==> src/logic/gss_consts.svh <==
`ifndef GSS_CONSTS_SVH
`define GSS_CONSTS_SVH

// Overview of operation
// - Control bit 15 enables turn-off sequencer.
// - Control bit 7 enables turn-on sequencer.
// - Control bit 14 selects full discharge range.
// - Control bit 6 selects full charge range.
// - Half range halves every current code.
// - Phase codes share the trim code encoding.
// - Turn-on register holds four current/duration phases.
// - Turn-off register holds four current/duration phases.
// - Duration code n lasts (n+1) times 50 ns; here rounded up to whole 100 ns clocks.
// - Codes 01100/01001 give 130/98 mA full range.
// - Codes 00011/01111 give 31/160 mA full range.
// - Low-side request passes through cross-conduction guard.
// - Guard uses a software programmable dead-time counter.
// - Low-side on waits out dead time after high-off.
// - Fast discharge high side while low side held in dead time after high-off.

// Register byte addresses.
`define GSS_OFS_CTRL       12'h000
`define GSS_OFS_ONSEQ      12'h004
`define GSS_OFS_OFFSEQ     12'h008
`define GSS_OFS_DEAD       12'h00C
`define GSS_OFS_STAT       12'h010

// Control register fields.
`define GSS_BIT_OFF_EN     15
`define GSS_BIT_DIS_FULL   14
`define GSS_BIT_ON_EN      7
`define GSS_BIT_CHG_FULL   6
`define GSS_CHG_LSB        0
`define GSS_DIS_LSB        8
`define GSS_CTRL_MASK      32'h0000DFDF

// Reset values.
`define GSS_DEAD_RST       8'h0A

// Sequencer layout and timing.
`define GSS_PHASE_BITS     8
`define GSS_LAST_PHASE     2'h3
`define GSS_STEP_NS        50
`define GSS_CLK_NS         100

`endif

==> src/logic/gss_pkg.sv <==
package gss_pkg;

    typedef struct packed {
        logic        psel;
        logic        penable;
        logic        pwrite;
        logic [11:0] paddr;
        logic [31:0] pwdata;
        logic [3:0]  pstrb;
    } gss_apb_req_t;

    typedef struct packed {
        logic        pready;
        logic [31:0] prdata;
        logic        pslverr;
    } gss_apb_rsp_t;

    typedef enum logic [0:0] {
        GSS_IDLE,
        GSS_RUN
    } gss_seq_t;

    typedef struct packed {
        logic       gateOn;
        logic       charging;
        logic       fullRange;
        logic [4:0] currentCode;
        logic [1:0] phase;
        logic       active;
    } gss_drv_t;

    typedef struct packed {
        gss_seq_t   seq;
        logic       lastCmd;
        logic [3:0] cnt;
    } gss_chan_t;

    typedef struct packed {
        logic [31:0]        bridgeDriverControlThree;
        logic [31:0]        turnOnSequenceControl;
        logic [31:0]        turnOffSequenceControl;
        logic [7:0]         deadTime;
        logic [7:0]         deadCnt;
        logic               lowSideOnGated;
        logic               highSideFastDischarge;
        gss_chan_t [1:0]    chan;
        gss_drv_t [1:0]     drv;
        gss_apb_rsp_t       rsp;
    } gss_state_t;

endpackage

==> src/logic/gss_top.sv <==
`timescale 1ns/1ps
`include "gss_consts.svh"

module gss_top
(
    // Clock and reset
    input  wire logic            clk_sys,
    input  wire logic            rst_b,
    // Register bus
    input  wire gss_pkg::gss_apb_req_t apbReq,
    output      gss_pkg::gss_apb_rsp_t apbRsp,
    // PWM engine requests
    input  wire logic            highSideOnRequest,
    input  wire logic            lowSideOnRequest,
    // Gate driver stages
    output      gss_pkg::gss_drv_t highSideDrive,
    output      gss_pkg::gss_drv_t lowSideDrive,
    output      logic            lowSideOnGated,
    output      logic            highSideFastDischarge
);

    import gss_pkg::*;

    gss_state_t st_ff;
    gss_state_t nxt_st;

    function automatic logic addrMapped
    (
        input logic [11:0] addr
    );
        logic hit;
        hit = (addr == `GSS_OFS_CTRL)   ||
              (addr == `GSS_OFS_ONSEQ)  ||
              (addr == `GSS_OFS_OFFSEQ) ||
              (addr == `GSS_OFS_DEAD)   ||
              (addr == `GSS_OFS_STAT);
        return hit;
    endfunction

    function automatic logic [31:0] mergeBytes
    (
        input logic [31:0] oldVal,
        input logic [31:0] newVal,
        input logic [3:0]  strb
    );
        logic [31:0] res;
        res = oldVal;
        for (int b = 0; b < 4; b++)
        begin
            if (strb[b])
            begin
                res[8*b +: 8] = newVal[8*b +: 8];
            end
        end
        return res;
    endfunction

    // Phase one sits in the top byte, phase four in the bottom byte.
    function automatic logic [4:0] phaseCurrent
    (
        input logic [31:0] seqReg,
        input logic [1:0]  ph
    );
        int top;
        top = 31 - `GSS_PHASE_BITS * int'(ph);
        return seqReg[top -: 5];
    endfunction

    function automatic logic [2:0] phaseDuration
    (
        input logic [31:0] seqReg,
        input logic [1:0]  ph
    );
        int top;
        top = 26 - `GSS_PHASE_BITS * int'(ph);
        return seqReg[top -: 3];
    endfunction

    // At this clock a 50 ns step cannot be resolved, so lengths round up.
    function automatic logic [3:0] phaseLoad
    (
        input logic [2:0] dur
    );
        int c;
        c = ((int'(dur) + 1) * `GSS_STEP_NS + `GSS_CLK_NS - 1) / `GSS_CLK_NS;
        return 4'(c - 1);
    endfunction

    always_comb
    begin
        logic [31:0] wr;
        logic [31:0] seqReg;
        logic        cmd;
        logic        seqEn;
        logic        fullSel;
        logic [4:0]  trim;
        logic        hsOff;
        logic        lsHeld;
        wr      = 32'h0000_0000;
        seqReg  = 32'h0000_0000;
        cmd     = 1'b0;
        seqEn   = 1'b0;
        fullSel = 1'b0;
        trim    = 5'h00;
        hsOff   = 1'b0;
        lsHeld  = 1'b0;
        nxt_st  = st_ff;

        // Bus answer is prepared in the setup cycle, so access never waits.
        nxt_st.rsp.pready = 1'b0;
        if (apbReq.psel && !apbReq.penable)
        begin
            nxt_st.rsp.pready  = 1'b1;
            nxt_st.rsp.pslverr = !addrMapped(apbReq.paddr);
            unique case (apbReq.paddr)
                `GSS_OFS_CTRL:
                begin
                    nxt_st.rsp.prdata = st_ff.bridgeDriverControlThree;
                end
                `GSS_OFS_ONSEQ:
                begin
                    nxt_st.rsp.prdata = st_ff.turnOnSequenceControl;
                end
                `GSS_OFS_OFFSEQ:
                begin
                    nxt_st.rsp.prdata = st_ff.turnOffSequenceControl;
                end
                `GSS_OFS_DEAD:
                begin
                    nxt_st.rsp.prdata = {24'h000000, st_ff.deadTime};
                end
                `GSS_OFS_STAT:
                begin
                    nxt_st.rsp.prdata = {24'h000000,
                                         st_ff.lowSideOnGated,
                                         st_ff.highSideFastDischarge,
                                         st_ff.drv[1].active,
                                         st_ff.drv[1].phase,
                                         st_ff.drv[0].active,
                                         st_ff.drv[0].phase};
                end
                default:
                begin
                    nxt_st.rsp.prdata = 32'h0000_0000;
                end
            endcase
        end

        if (apbReq.psel && apbReq.penable && st_ff.rsp.pready && apbReq.pwrite)
        begin
            unique case (apbReq.paddr)
                `GSS_OFS_CTRL:
                begin
                    wr = mergeBytes(st_ff.bridgeDriverControlThree,
                                    apbReq.pwdata, apbReq.pstrb);
                    nxt_st.bridgeDriverControlThree = wr & `GSS_CTRL_MASK;
                end
                `GSS_OFS_ONSEQ:
                begin
                    nxt_st.turnOnSequenceControl = mergeBytes(
                        st_ff.turnOnSequenceControl, apbReq.pwdata, apbReq.pstrb);
                end
                `GSS_OFS_OFFSEQ:
                begin
                    nxt_st.turnOffSequenceControl = mergeBytes(
                        st_ff.turnOffSequenceControl, apbReq.pwdata, apbReq.pstrb);
                end
                `GSS_OFS_DEAD:
                begin
                    wr = mergeBytes({24'h000000, st_ff.deadTime},
                                    apbReq.pwdata, apbReq.pstrb);
                    nxt_st.deadTime = wr[7:0];
                end
                default:
                begin
                    wr = 32'h0000_0000;
                end
            endcase
        end

        // The dead-time count is held full while the high side is on and
        // runs down once it is released.
        hsOff = !highSideOnRequest;
        if (highSideOnRequest)
        begin
            nxt_st.deadCnt = st_ff.deadTime;
        end
        else if (st_ff.deadCnt != 8'h00)
        begin
            nxt_st.deadCnt = st_ff.deadCnt - 8'h01;
        end
        lsHeld = lowSideOnRequest && (!hsOff || st_ff.deadCnt != 8'h00);
        nxt_st.lowSideOnGated = lowSideOnRequest && !lsHeld;
        nxt_st.highSideFastDischarge = lsHeld && hsOff;

        for (int i = 0; i < 2; i++)
        begin
            cmd = (i == 0) ? highSideOnRequest : st_ff.lowSideOnGated;
            if (cmd)
            begin
                seqEn   = st_ff.bridgeDriverControlThree[`GSS_BIT_ON_EN];
                fullSel = st_ff.bridgeDriverControlThree[`GSS_BIT_CHG_FULL];
                trim    = st_ff.bridgeDriverControlThree[`GSS_CHG_LSB +: 5];
                seqReg  = st_ff.turnOnSequenceControl;
            end
            else
            begin
                seqEn   = st_ff.bridgeDriverControlThree[`GSS_BIT_OFF_EN];
                fullSel = st_ff.bridgeDriverControlThree[`GSS_BIT_DIS_FULL];
                trim    = st_ff.bridgeDriverControlThree[`GSS_DIS_LSB +: 5];
                seqReg  = st_ff.turnOffSequenceControl;
            end
            nxt_st.chan[i].lastCmd = cmd;

            if (cmd != st_ff.chan[i].lastCmd)
            begin
                nxt_st.drv[i].gateOn    = cmd;
                nxt_st.drv[i].charging  = cmd;
                nxt_st.drv[i].fullRange = fullSel;
                nxt_st.drv[i].phase     = 2'h0;
                if (seqEn)
                begin
                    nxt_st.chan[i].seq        = GSS_RUN;
                    nxt_st.chan[i].cnt        = phaseLoad(phaseDuration(seqReg, 2'h0));
                    nxt_st.drv[i].currentCode = phaseCurrent(seqReg, 2'h0);
                    nxt_st.drv[i].active      = 1'b1;
                end
                else
                begin
                    nxt_st.chan[i].seq        = GSS_IDLE;
                    nxt_st.chan[i].cnt        = 4'h0;
                    nxt_st.drv[i].currentCode = trim;
                    nxt_st.drv[i].active      = 1'b0;
                end
            end
            else if (st_ff.chan[i].seq == GSS_RUN)
            begin
                if (st_ff.chan[i].cnt != 4'h0)
                begin
                    nxt_st.chan[i].cnt = st_ff.chan[i].cnt - 4'h1;
                end
                else if (st_ff.drv[i].phase == `GSS_LAST_PHASE)
                begin
                    // The last phase current stays applied until the next edge or until the sequence enable bit is cleared.
                    nxt_st.chan[i].seq   = GSS_IDLE;
                    nxt_st.drv[i].active = 1'b0;
                end
                else
                begin
                    nxt_st.drv[i].phase = st_ff.drv[i].phase + 2'h1;
                    nxt_st.chan[i].cnt = phaseLoad(
                        phaseDuration(seqReg, st_ff.drv[i].phase + 2'h1));
                    nxt_st.drv[i].currentCode = phaseCurrent(
                        seqReg, st_ff.drv[i].phase + 2'h1);
                end
            end
            else if (!seqEn && !st_ff.drv[i].active)
            begin
                // Trim edits act at once while no sequence is in use.
                nxt_st.drv[i].currentCode = trim;
                nxt_st.drv[i].fullRange   = fullSel;
            end
        end
    end

    always_ff @(posedge clk_sys)
    begin
        if (!rst_b)
        begin
            st_ff          <= '0;
            st_ff.deadTime <= `GSS_DEAD_RST;
            st_ff.deadCnt  <= `GSS_DEAD_RST;
        end
        else
        begin
            st_ff <= nxt_st;
        end
    end

    assign apbRsp                = st_ff.rsp;
    assign highSideDrive         = st_ff.drv[0];
    assign lowSideDrive          = st_ff.drv[1];
    assign lowSideOnGated        = st_ff.lowSideOnGated;
    assign highSideFastDischarge = st_ff.highSideFastDischarge;

endmodule

==> config.mk <==
export PLATFORM = sky130hd
export DESIGN_NAME = gss_top
export DESIGN_NICKNAME = d
export VERILOG_FILES = /design/src/logic/gss_pkg.sv /design/src/logic/gss_top.sv
export VERILOG_INCLUDE_DIRS = /design/src /design/src/logic
export SDC_FILE = /design/constraint.sdc
export NUM_CORES = 1
export LEC_CHECK = 0
export CORE_UTILIZATION = 56
export CTS_BUF_LIST = sky130_fd_sc_hd__clkbuf_16
export DETAILED_ROUTE_END_ITERATION = 10
export DONT_BUFFER_PORTS = 1
export GPL_TIMING_DRIVEN = 0
export PLACE_DENSITY = 0.8
export SLEW_MARGIN = 20
export SYNTH_ARGS = -nofsm -noshare
export SYNTH_HDL_FRONTEND = slang
export SYNTH_SLANG_ARGS = --single-unit
==> constraint.sdc <==
create_clock -name clk_sys -period 6.3 [get_ports clk_sys]
set_input_delay 1.26 -clock clk_sys [delete_from_list [all_inputs] [get_ports clk_sys]]
set_output_delay 1.26 -clock clk_sys [all_outputs]
set_load 0.02 [all_outputs]
==> Word level (Yosys, flattened, before mapping) <==
Index checks and enable logic that the tools add are counted.
{ "classes": {"addsub": 25, "n_mul": 4, "n_div": 4, "n_eq_ne": 18, "shifts": 4, "n_mux": 50, "bitwise_logic": 5, "reduce_logical": 58} }
{ "ops": {"columns": ["op", "n"], "rows": [
  ["32-bit case mux with 5 select lines", 1],
  ["32-bit by 8-bit divider with 32-bit output, second input constant", 4],
  ["36-bit by 6-bit variable part select with 5-bit output", 2],
  ["34-bit by 6-bit variable part select with 3-bit output", 2],
  ["32-bit two-way mux", 2],
  ["3-bit AND reduction", 17],
  ["11-bit by 1-bit subtractor with 12-bit output, second input constant", 4],
  ["10-bit by 7-bit adder with 11-bit output, second input constant", 4],
  ["4-bit two-way mux", 10],
  ["4-bit by 5-bit multiplier with 9-bit output, second input constant", 4],
  ["34-bit two-way mux", 1],
  ["8-bit two-way mux", 4],
  ["5-bit two-way mux", 6],
  ["12-bit by 4-bit equality test with 1-bit output, second input constant", 2],
  ["5-bit by 5-bit subtractor with 6-bit output, first input constant", 4],
  ["1-bit two-way mux", 18],
  ["9-bit two-way mux", 2],
  ["3-bit != test, second input constant", 6],
  ["3-bit by 1-bit adder with 4-bit output, second input constant", 4],
  ["4-bit by 2-bit subtractor with 4-bit output, second input constant", 4],
  ["7-bit two-way mux", 2],
  ["2-bit nonzero test", 7],
  ["12-bit by 3-bit equality test with 1-bit output, second input constant", 1],
  ["12-bit by 5-bit equality test with 1-bit output, second input constant", 1],
  ["other kinds (19)", 56]
]} }
{ "totals": {"ff_bits": 162, "input_bits": 55} }

==> Depth between registers and ports, before layout <==
{ "logic_depth": {"depth_word": 13, "mapped_depth": 24, "depth_no_buf": 21} }

==> Least setup slack after synthesis <==
Ideal clock, no wire load.
{ "synth_timing": {"path_type": "input to register", "startpoint": "input highSideOnRequest", "endpoint": "register st_ff[59] (netlist name)", "setup_ns": 0.135, "arrival_ns": 5.526, "t_required_ns": 6.165, "slack_ns": 0.639, "cell_stages": 20, "n_path_buf": 2, "cell_sequence": "buf_4 -> mux4_1 -> mux2i_4 -> inv_1 -> ha_1 -> xor2_1 -> ha_1 -> fa_1 -> clkbuf_1 -> a21oi_1 -> xor2_1 -> nor2_1 -> a21oi_1 -> o211a_1 -> o31a_1 -> ha_1 -> nor4b_1 -> a211oi_1 -> a311oi_1 -> o311ai_1"} }
{ "synth_between": {"elab_chain_len": 12, "elab_cells_between_ends": 24, "classes_between": "add/sub: 8; mul: 2; div: 2; eq/ne: 2; shift: 1; mux: 7; reduce/logical: 2"} }
{ "synth_rtl": {"columns": ["element", "line", "text"], "rows": [
  ["start, declared", "gss_top.sv:13", "input wire logic highSideOnRequest,"],
  ["32-bit two-way mux", "gss_top.sv:199", "if (cmd)"],
  ["34-bit by 6-bit variable part select with 3-bit output", "gss_top.sv:76", "return seqReg[top -: 3];"],
  ["3-bit by 1-bit adder with 4-bit output", "gss_top.sv:85", "c = ((int'(dur) + 1) * `GSS_STEP_NS + `GSS_CLK_NS - 1) / `GSS_CLK_NS;"],
  ["4-bit by 5-bit multiplier with 9-bit output (no source line)", null, null],
  ["10-bit by 7-bit adder with 11-bit output (no source line)", null, null],
  ["11-bit by 1-bit subtractor with 12-bit output", "gss_top.sv:85", null],
  ["32-bit by 8-bit divider with 32-bit output (no source line)", null, null],
  ["4-bit by 2-bit subtractor with 4-bit output", "gss_top.sv:86", "return 4'(c - 1);"],
  ["4-bit two-way mux", "gss_top.sv:242", "else if (st_ff.drv[i].phase == `GSS_LAST_PHASE)"],
  ["4-bit two-way mux", "gss_top.sv:238", "if (st_ff.chan[i].cnt != 4'h0)"],
  ["4-bit two-way mux", "gss_top.sv:236", "else if (st_ff.chan[i].seq == GSS_RUN)"],
  ["4-bit two-way mux", "gss_top.sv:215", "if (cmd != st_ff.chan[i].lastCmd)"],
  ["end signal, assigned", "gss_top.sv:276", "st_ff <= nxt_st;"],
  ["end, declared", "gss_top.sv:24", "gss_state_t st_ff;"]
]} }
Several ways; a longest one is shown, not always the timed one. The select of a mux whose other input is x is not followed.
A chain may end at the register's enable or synchronous reset.

==> Worst setup path after layout <==
{ "layout_timing": {"startpoint": "register st_ff, in the netlist highSideDrive[1]", "endpoint": "register st_ff[59] (netlist name)"} }
{ "layout_between": {"elab_chain_len": 13, "elab_cells_between_ends": 16, "classes_between": "add/sub: 6; mul: 1; div: 1; eq/ne: 2; shift: 1; mux: 4; reduce/logical: 1"} }
{ "layout_rtl": {"columns": ["element", "line", "text"], "rows": [
  ["2-bit by 1-bit adder with 2-bit output", "gss_top.sv:252", "phaseDuration(seqReg, st_ff.drv[i].phase + 2'h1));"],
  ["5-bit by 5-bit subtractor with 6-bit output", "gss_top.sv:75", "top = 26 - `GSS_PHASE_BITS * int'(ph);"],
  ["34-bit by 6-bit variable part select with 3-bit output", "gss_top.sv:76", null],
  ["3-bit by 1-bit adder with 4-bit output", "gss_top.sv:85", null],
  ["4-bit by 5-bit multiplier with 9-bit output (no source line)", null, null],
  ["10-bit by 7-bit adder with 11-bit output (no source line)", null, null],
  ["11-bit by 1-bit subtractor with 12-bit output", "gss_top.sv:85", null],
  ["32-bit by 8-bit divider with 32-bit output (no source line)", null, null],
  ["4-bit by 2-bit subtractor with 4-bit output", "gss_top.sv:86", null],
  ["4-bit two-way mux", "gss_top.sv:242", null],
  ["4-bit two-way mux", "gss_top.sv:238", null],
  ["4-bit two-way mux", "gss_top.sv:236", null],
  ["4-bit two-way mux", "gss_top.sv:215", null]
]} }
Several ways; a longest one is shown, not always the timed one. The select of a mux whose other input is x is not followed.

==> impl_metrics.toml <==
[status]
status = "complete, no violations"

[clock_network]
holdBufCountCts = 0
root_buffer = "clkbuf_16"
cts.sinks = 162
clk_path_buf_depth = 2
cts_setup_buffers = 0
clkLatencyLatePin_ps = 440
clk_pin_slew_worst_paths_ps = 70
cts_buffers = 17
cts_tree = "done"
htreeDepth = 4

[critical_path]
crit_buf_inv = 3
crit_top_cell = "ha_1"
slowest_delay_ps = 590
path_class = "reg -> reg"
critPathLaunchType = "flip-flop"
r2r-start = "highSideDrive[1]$_SDFFE_PP0P_"
critPathMaxFanout = 9
cp_cell_sequence = "ha_1 -> buf_6 -> mux4_1 -> mux2i_4 -> inv_1 -> ha_1 -> xor2_1 -> ha_1 -> fa_1 -> clkbuf_1 -> a21oi_1 -> xor2_2 -> nor2_1 -> a21oi_1 -> o211a_1 -> o31a_1 -> ha_1 -> nor4b_1 -> a211oi_1 -> a311oi_1 -> o311ai_1"
cp.arrival_ps = 6280
end_kind = "flip-flop"
worst_ep_required_time_ps = 6600
startpoint = "highSideDrive[1]$_SDFFE_PP0P_"
cp_top_family = "adder cells"
cp_slowest_cell = "mux4_1"

[grt]
overflow = 0
track_usage_pct = 32.9
grt_pass1_wl_um = 51200
antenna_found_initial = 0
grt_max_degree = 17
grt_pass1_vias = 9120

[placed_design]
detailed_place_hpwl_um = 25200
place.gp.congestion = 1.01
io_buffers = 0
dp_cells = 1533
place_ws_ps = -35.6

[power_and_ir_drop]
p_seq_share_pct = 46.2
power_density_nw_per_um2 = 185
p_leak_nw = 4.71
p_switching_mw = 0.577
p_total_mw = 2.27
p_comb_share_pct = 8.6
clockPowerShare_pct = 45.2
p_int_mw = 1.69
ir_drop_mv = 0.201
p_sw_share_pct = 25.5

[cells_and_area]
final_nets = 1405
diodes = 0
area_delta_synth_final_pct = 8.17
fillers = 1714
instances_no_fill = 1565
drive_above_1_share_pct = 12.8
final_common_cell = "dfxtp_1"
final_cell_mix = "dfxtp_1, mux2i_1, nor2b_1"

[sta]
post-route-min-period_ps = 5980
grt_setup_unrepaired = "yes"
setup_viol = 0
hold_viol = 0
worst_pin_slew_ps = 1170
fin_worst_skew_ps = 10.4
maxSlewViolCount = 0
post-route-period-util_pct = 94.9
relSlewSlack_pct = 21.6
worst_slack_ps = 323
max_freq_mhz = 167

[synthesis]
yosysTopAreaCell = "dfxtp_1"
syn_area_um2 = 11300
syn_area_per_cell_um2 = 8.93
netlist_top_cells_area = "dfxtp_1, mux2i_1, ha_1"
yosys.area.top_type_share_pct = 28.7
synth_ff_type = "dfxtp_1"
yosys_register_bits = 162
synthCells = 1266
async_flop_share_pct = 0
ys_seq_area_share_pct = 28.7
synthDistinctLibCells = 84
synth-edff-count = 0
ys_warn_count = 0

[hold_path]
hp-class = "reg -> reg"
min_from = "apbRsp[12]$_SDFFE_PN0P_"

[die]
die_area_um2 = 20800
initial_core_util_pct = 57.5
core_area_um2 = 19700
row_count = 51
die_x_um = 144
io_pins = 113
die_h_um = 144

[drt]
ant_nets = 0
via_count = 9745
drt-initial-drc-count = 1043
via_per_inst = 6.23
drc_errors = 0
drt_pre_antenna_iters = 9
drt-wirelength-per-cell_um = 21.5
routed_wl_um = 33600

[run]
timing.max_cap.violations = 0
==> synth_stat cells, drive strengths merged (4+ instances only) <==
cell type    n
ha          59
nor3        11
nand2       87
and3        14
a221oi       8
o22ai       25
inv         46
o21ai       66
nand3       20
o211a        9
nand2b      16
clkbuf      38
nor2b      101
nor3b        7
or2          6
mux4        17
a22oi       25
dfxtp      162
o211ai       8
a21boi      10
a211oi       8
and2        30
xor2        11
o221ai       5
nor4         4
mux2         7
a311oi       5
nor2        58
a21oi       47
buf         89
mux2i      164
xnor2       26
or3          7
o31ai        5
fa           4
a31oi       15
==> power by group through the flow <==
stage          Sequential [mW]  Combinational, mW  Clock [mW]
2_1_floorplan             1.07              0.146           0
3_3_place_gp              1.07              0.183           0
3_5_place_dp              1.07              0.187           0
4_1_cts                   1.05              0.190        1.03
5_1_grt                   1.05              0.208        1.07
6_report                  1.05              0.195        1.02
==> tightest hold or removal path: stages, from the launching register on <==
cell and delay [ps]:
dfxtp_1 320, nand2_1 50, a21boi_0 60
==> sequential cells by signal, summed over array words and instances, names as in the netlist <==
| signal | count |
|---|---|
| lowSideOnGated | 1 |
| apbRsp | 34 |
| highSideFastDischarge | 1 |
| highSideDrive | 10 |
| lowSideDrive | 10 |
| st_ff | 106 |
==> logic make-up after synthesis <==
| family | count (synthesis) | share of synthesized area [%] |
|---|---|---|
| compound gates | 265 | 16.0 |
| xor+xnor | 37 | 2.93 |
| fa+ha+maj | 65 | 7.42 |
| buf+inv | 173 | 8.16 |
| flops | 162 | 28.7 |
| mux | 188 | 18.8 |
| other cells | 2 | 0.0664 |
| simple gates | 374 | 18.0 |
==> worst paths after layout <==
check | to | slack (ps) | cells after the start
worst max register to register | st_ff[59]$_SDFFE_PN0P_ | 320 | 21
worst min-delay path | apbRsp[12]$_SDFFE_PN0P_ | 470 | 2
worst max-delay path | st_ff[59]$_SDFFE_PN0P_ | 320 | 21
worst min register to register | apbRsp[12]$_SDFFE_PN0P_ | 470 | 2
==> repair_timing <==
action / CTS / global route
endpoints found under the setup margin: 0 / 2
hold endpoints to repair: 0 / 0
resized for setup: 0 / 3
==> metal layers <==
layer / vias up / GRT usage [%] / wire [um]
met1: 4616 / 42.9 / 13900
met5: - / 0 / 0
li1: 4502 / - / -
met4: 0 / 12.8 / 1090
met2: 537 / 52.4 / 15100
met3: 90 / 7.98 / 3530
==> final cells by class <==
type	count	area, um2	area share (%)
Sequential cell	162	3240	26.5
Buffer	127	749	6.13
Clock buffer	17	425	3.48
Tap cell	265	332	2.71
Inverter	46	173	1.41
Multi-Input combinational cell	933	7160	58.6
Clock inverter	15	145	1.19
==> through the flow <==
step | util (%) | setup TNS (ps) | instance area, um2 | hold slack (ps)
3_3_place_gp | 59.2 | 0 | 11600 | 460
6_report | 62.2 | 0 | 12200 | 472
2_1_floorplan | - | 0 | 11300 | 441
4_1_cts | 62.1 | 0 | 12200 | 473
3_5_place_dp | 59.2 | -35.6 | 11600 | 461
5_1_grt | 62.2 | -34.8 | 12200 | 490
(Power assumes the default switching activity.)
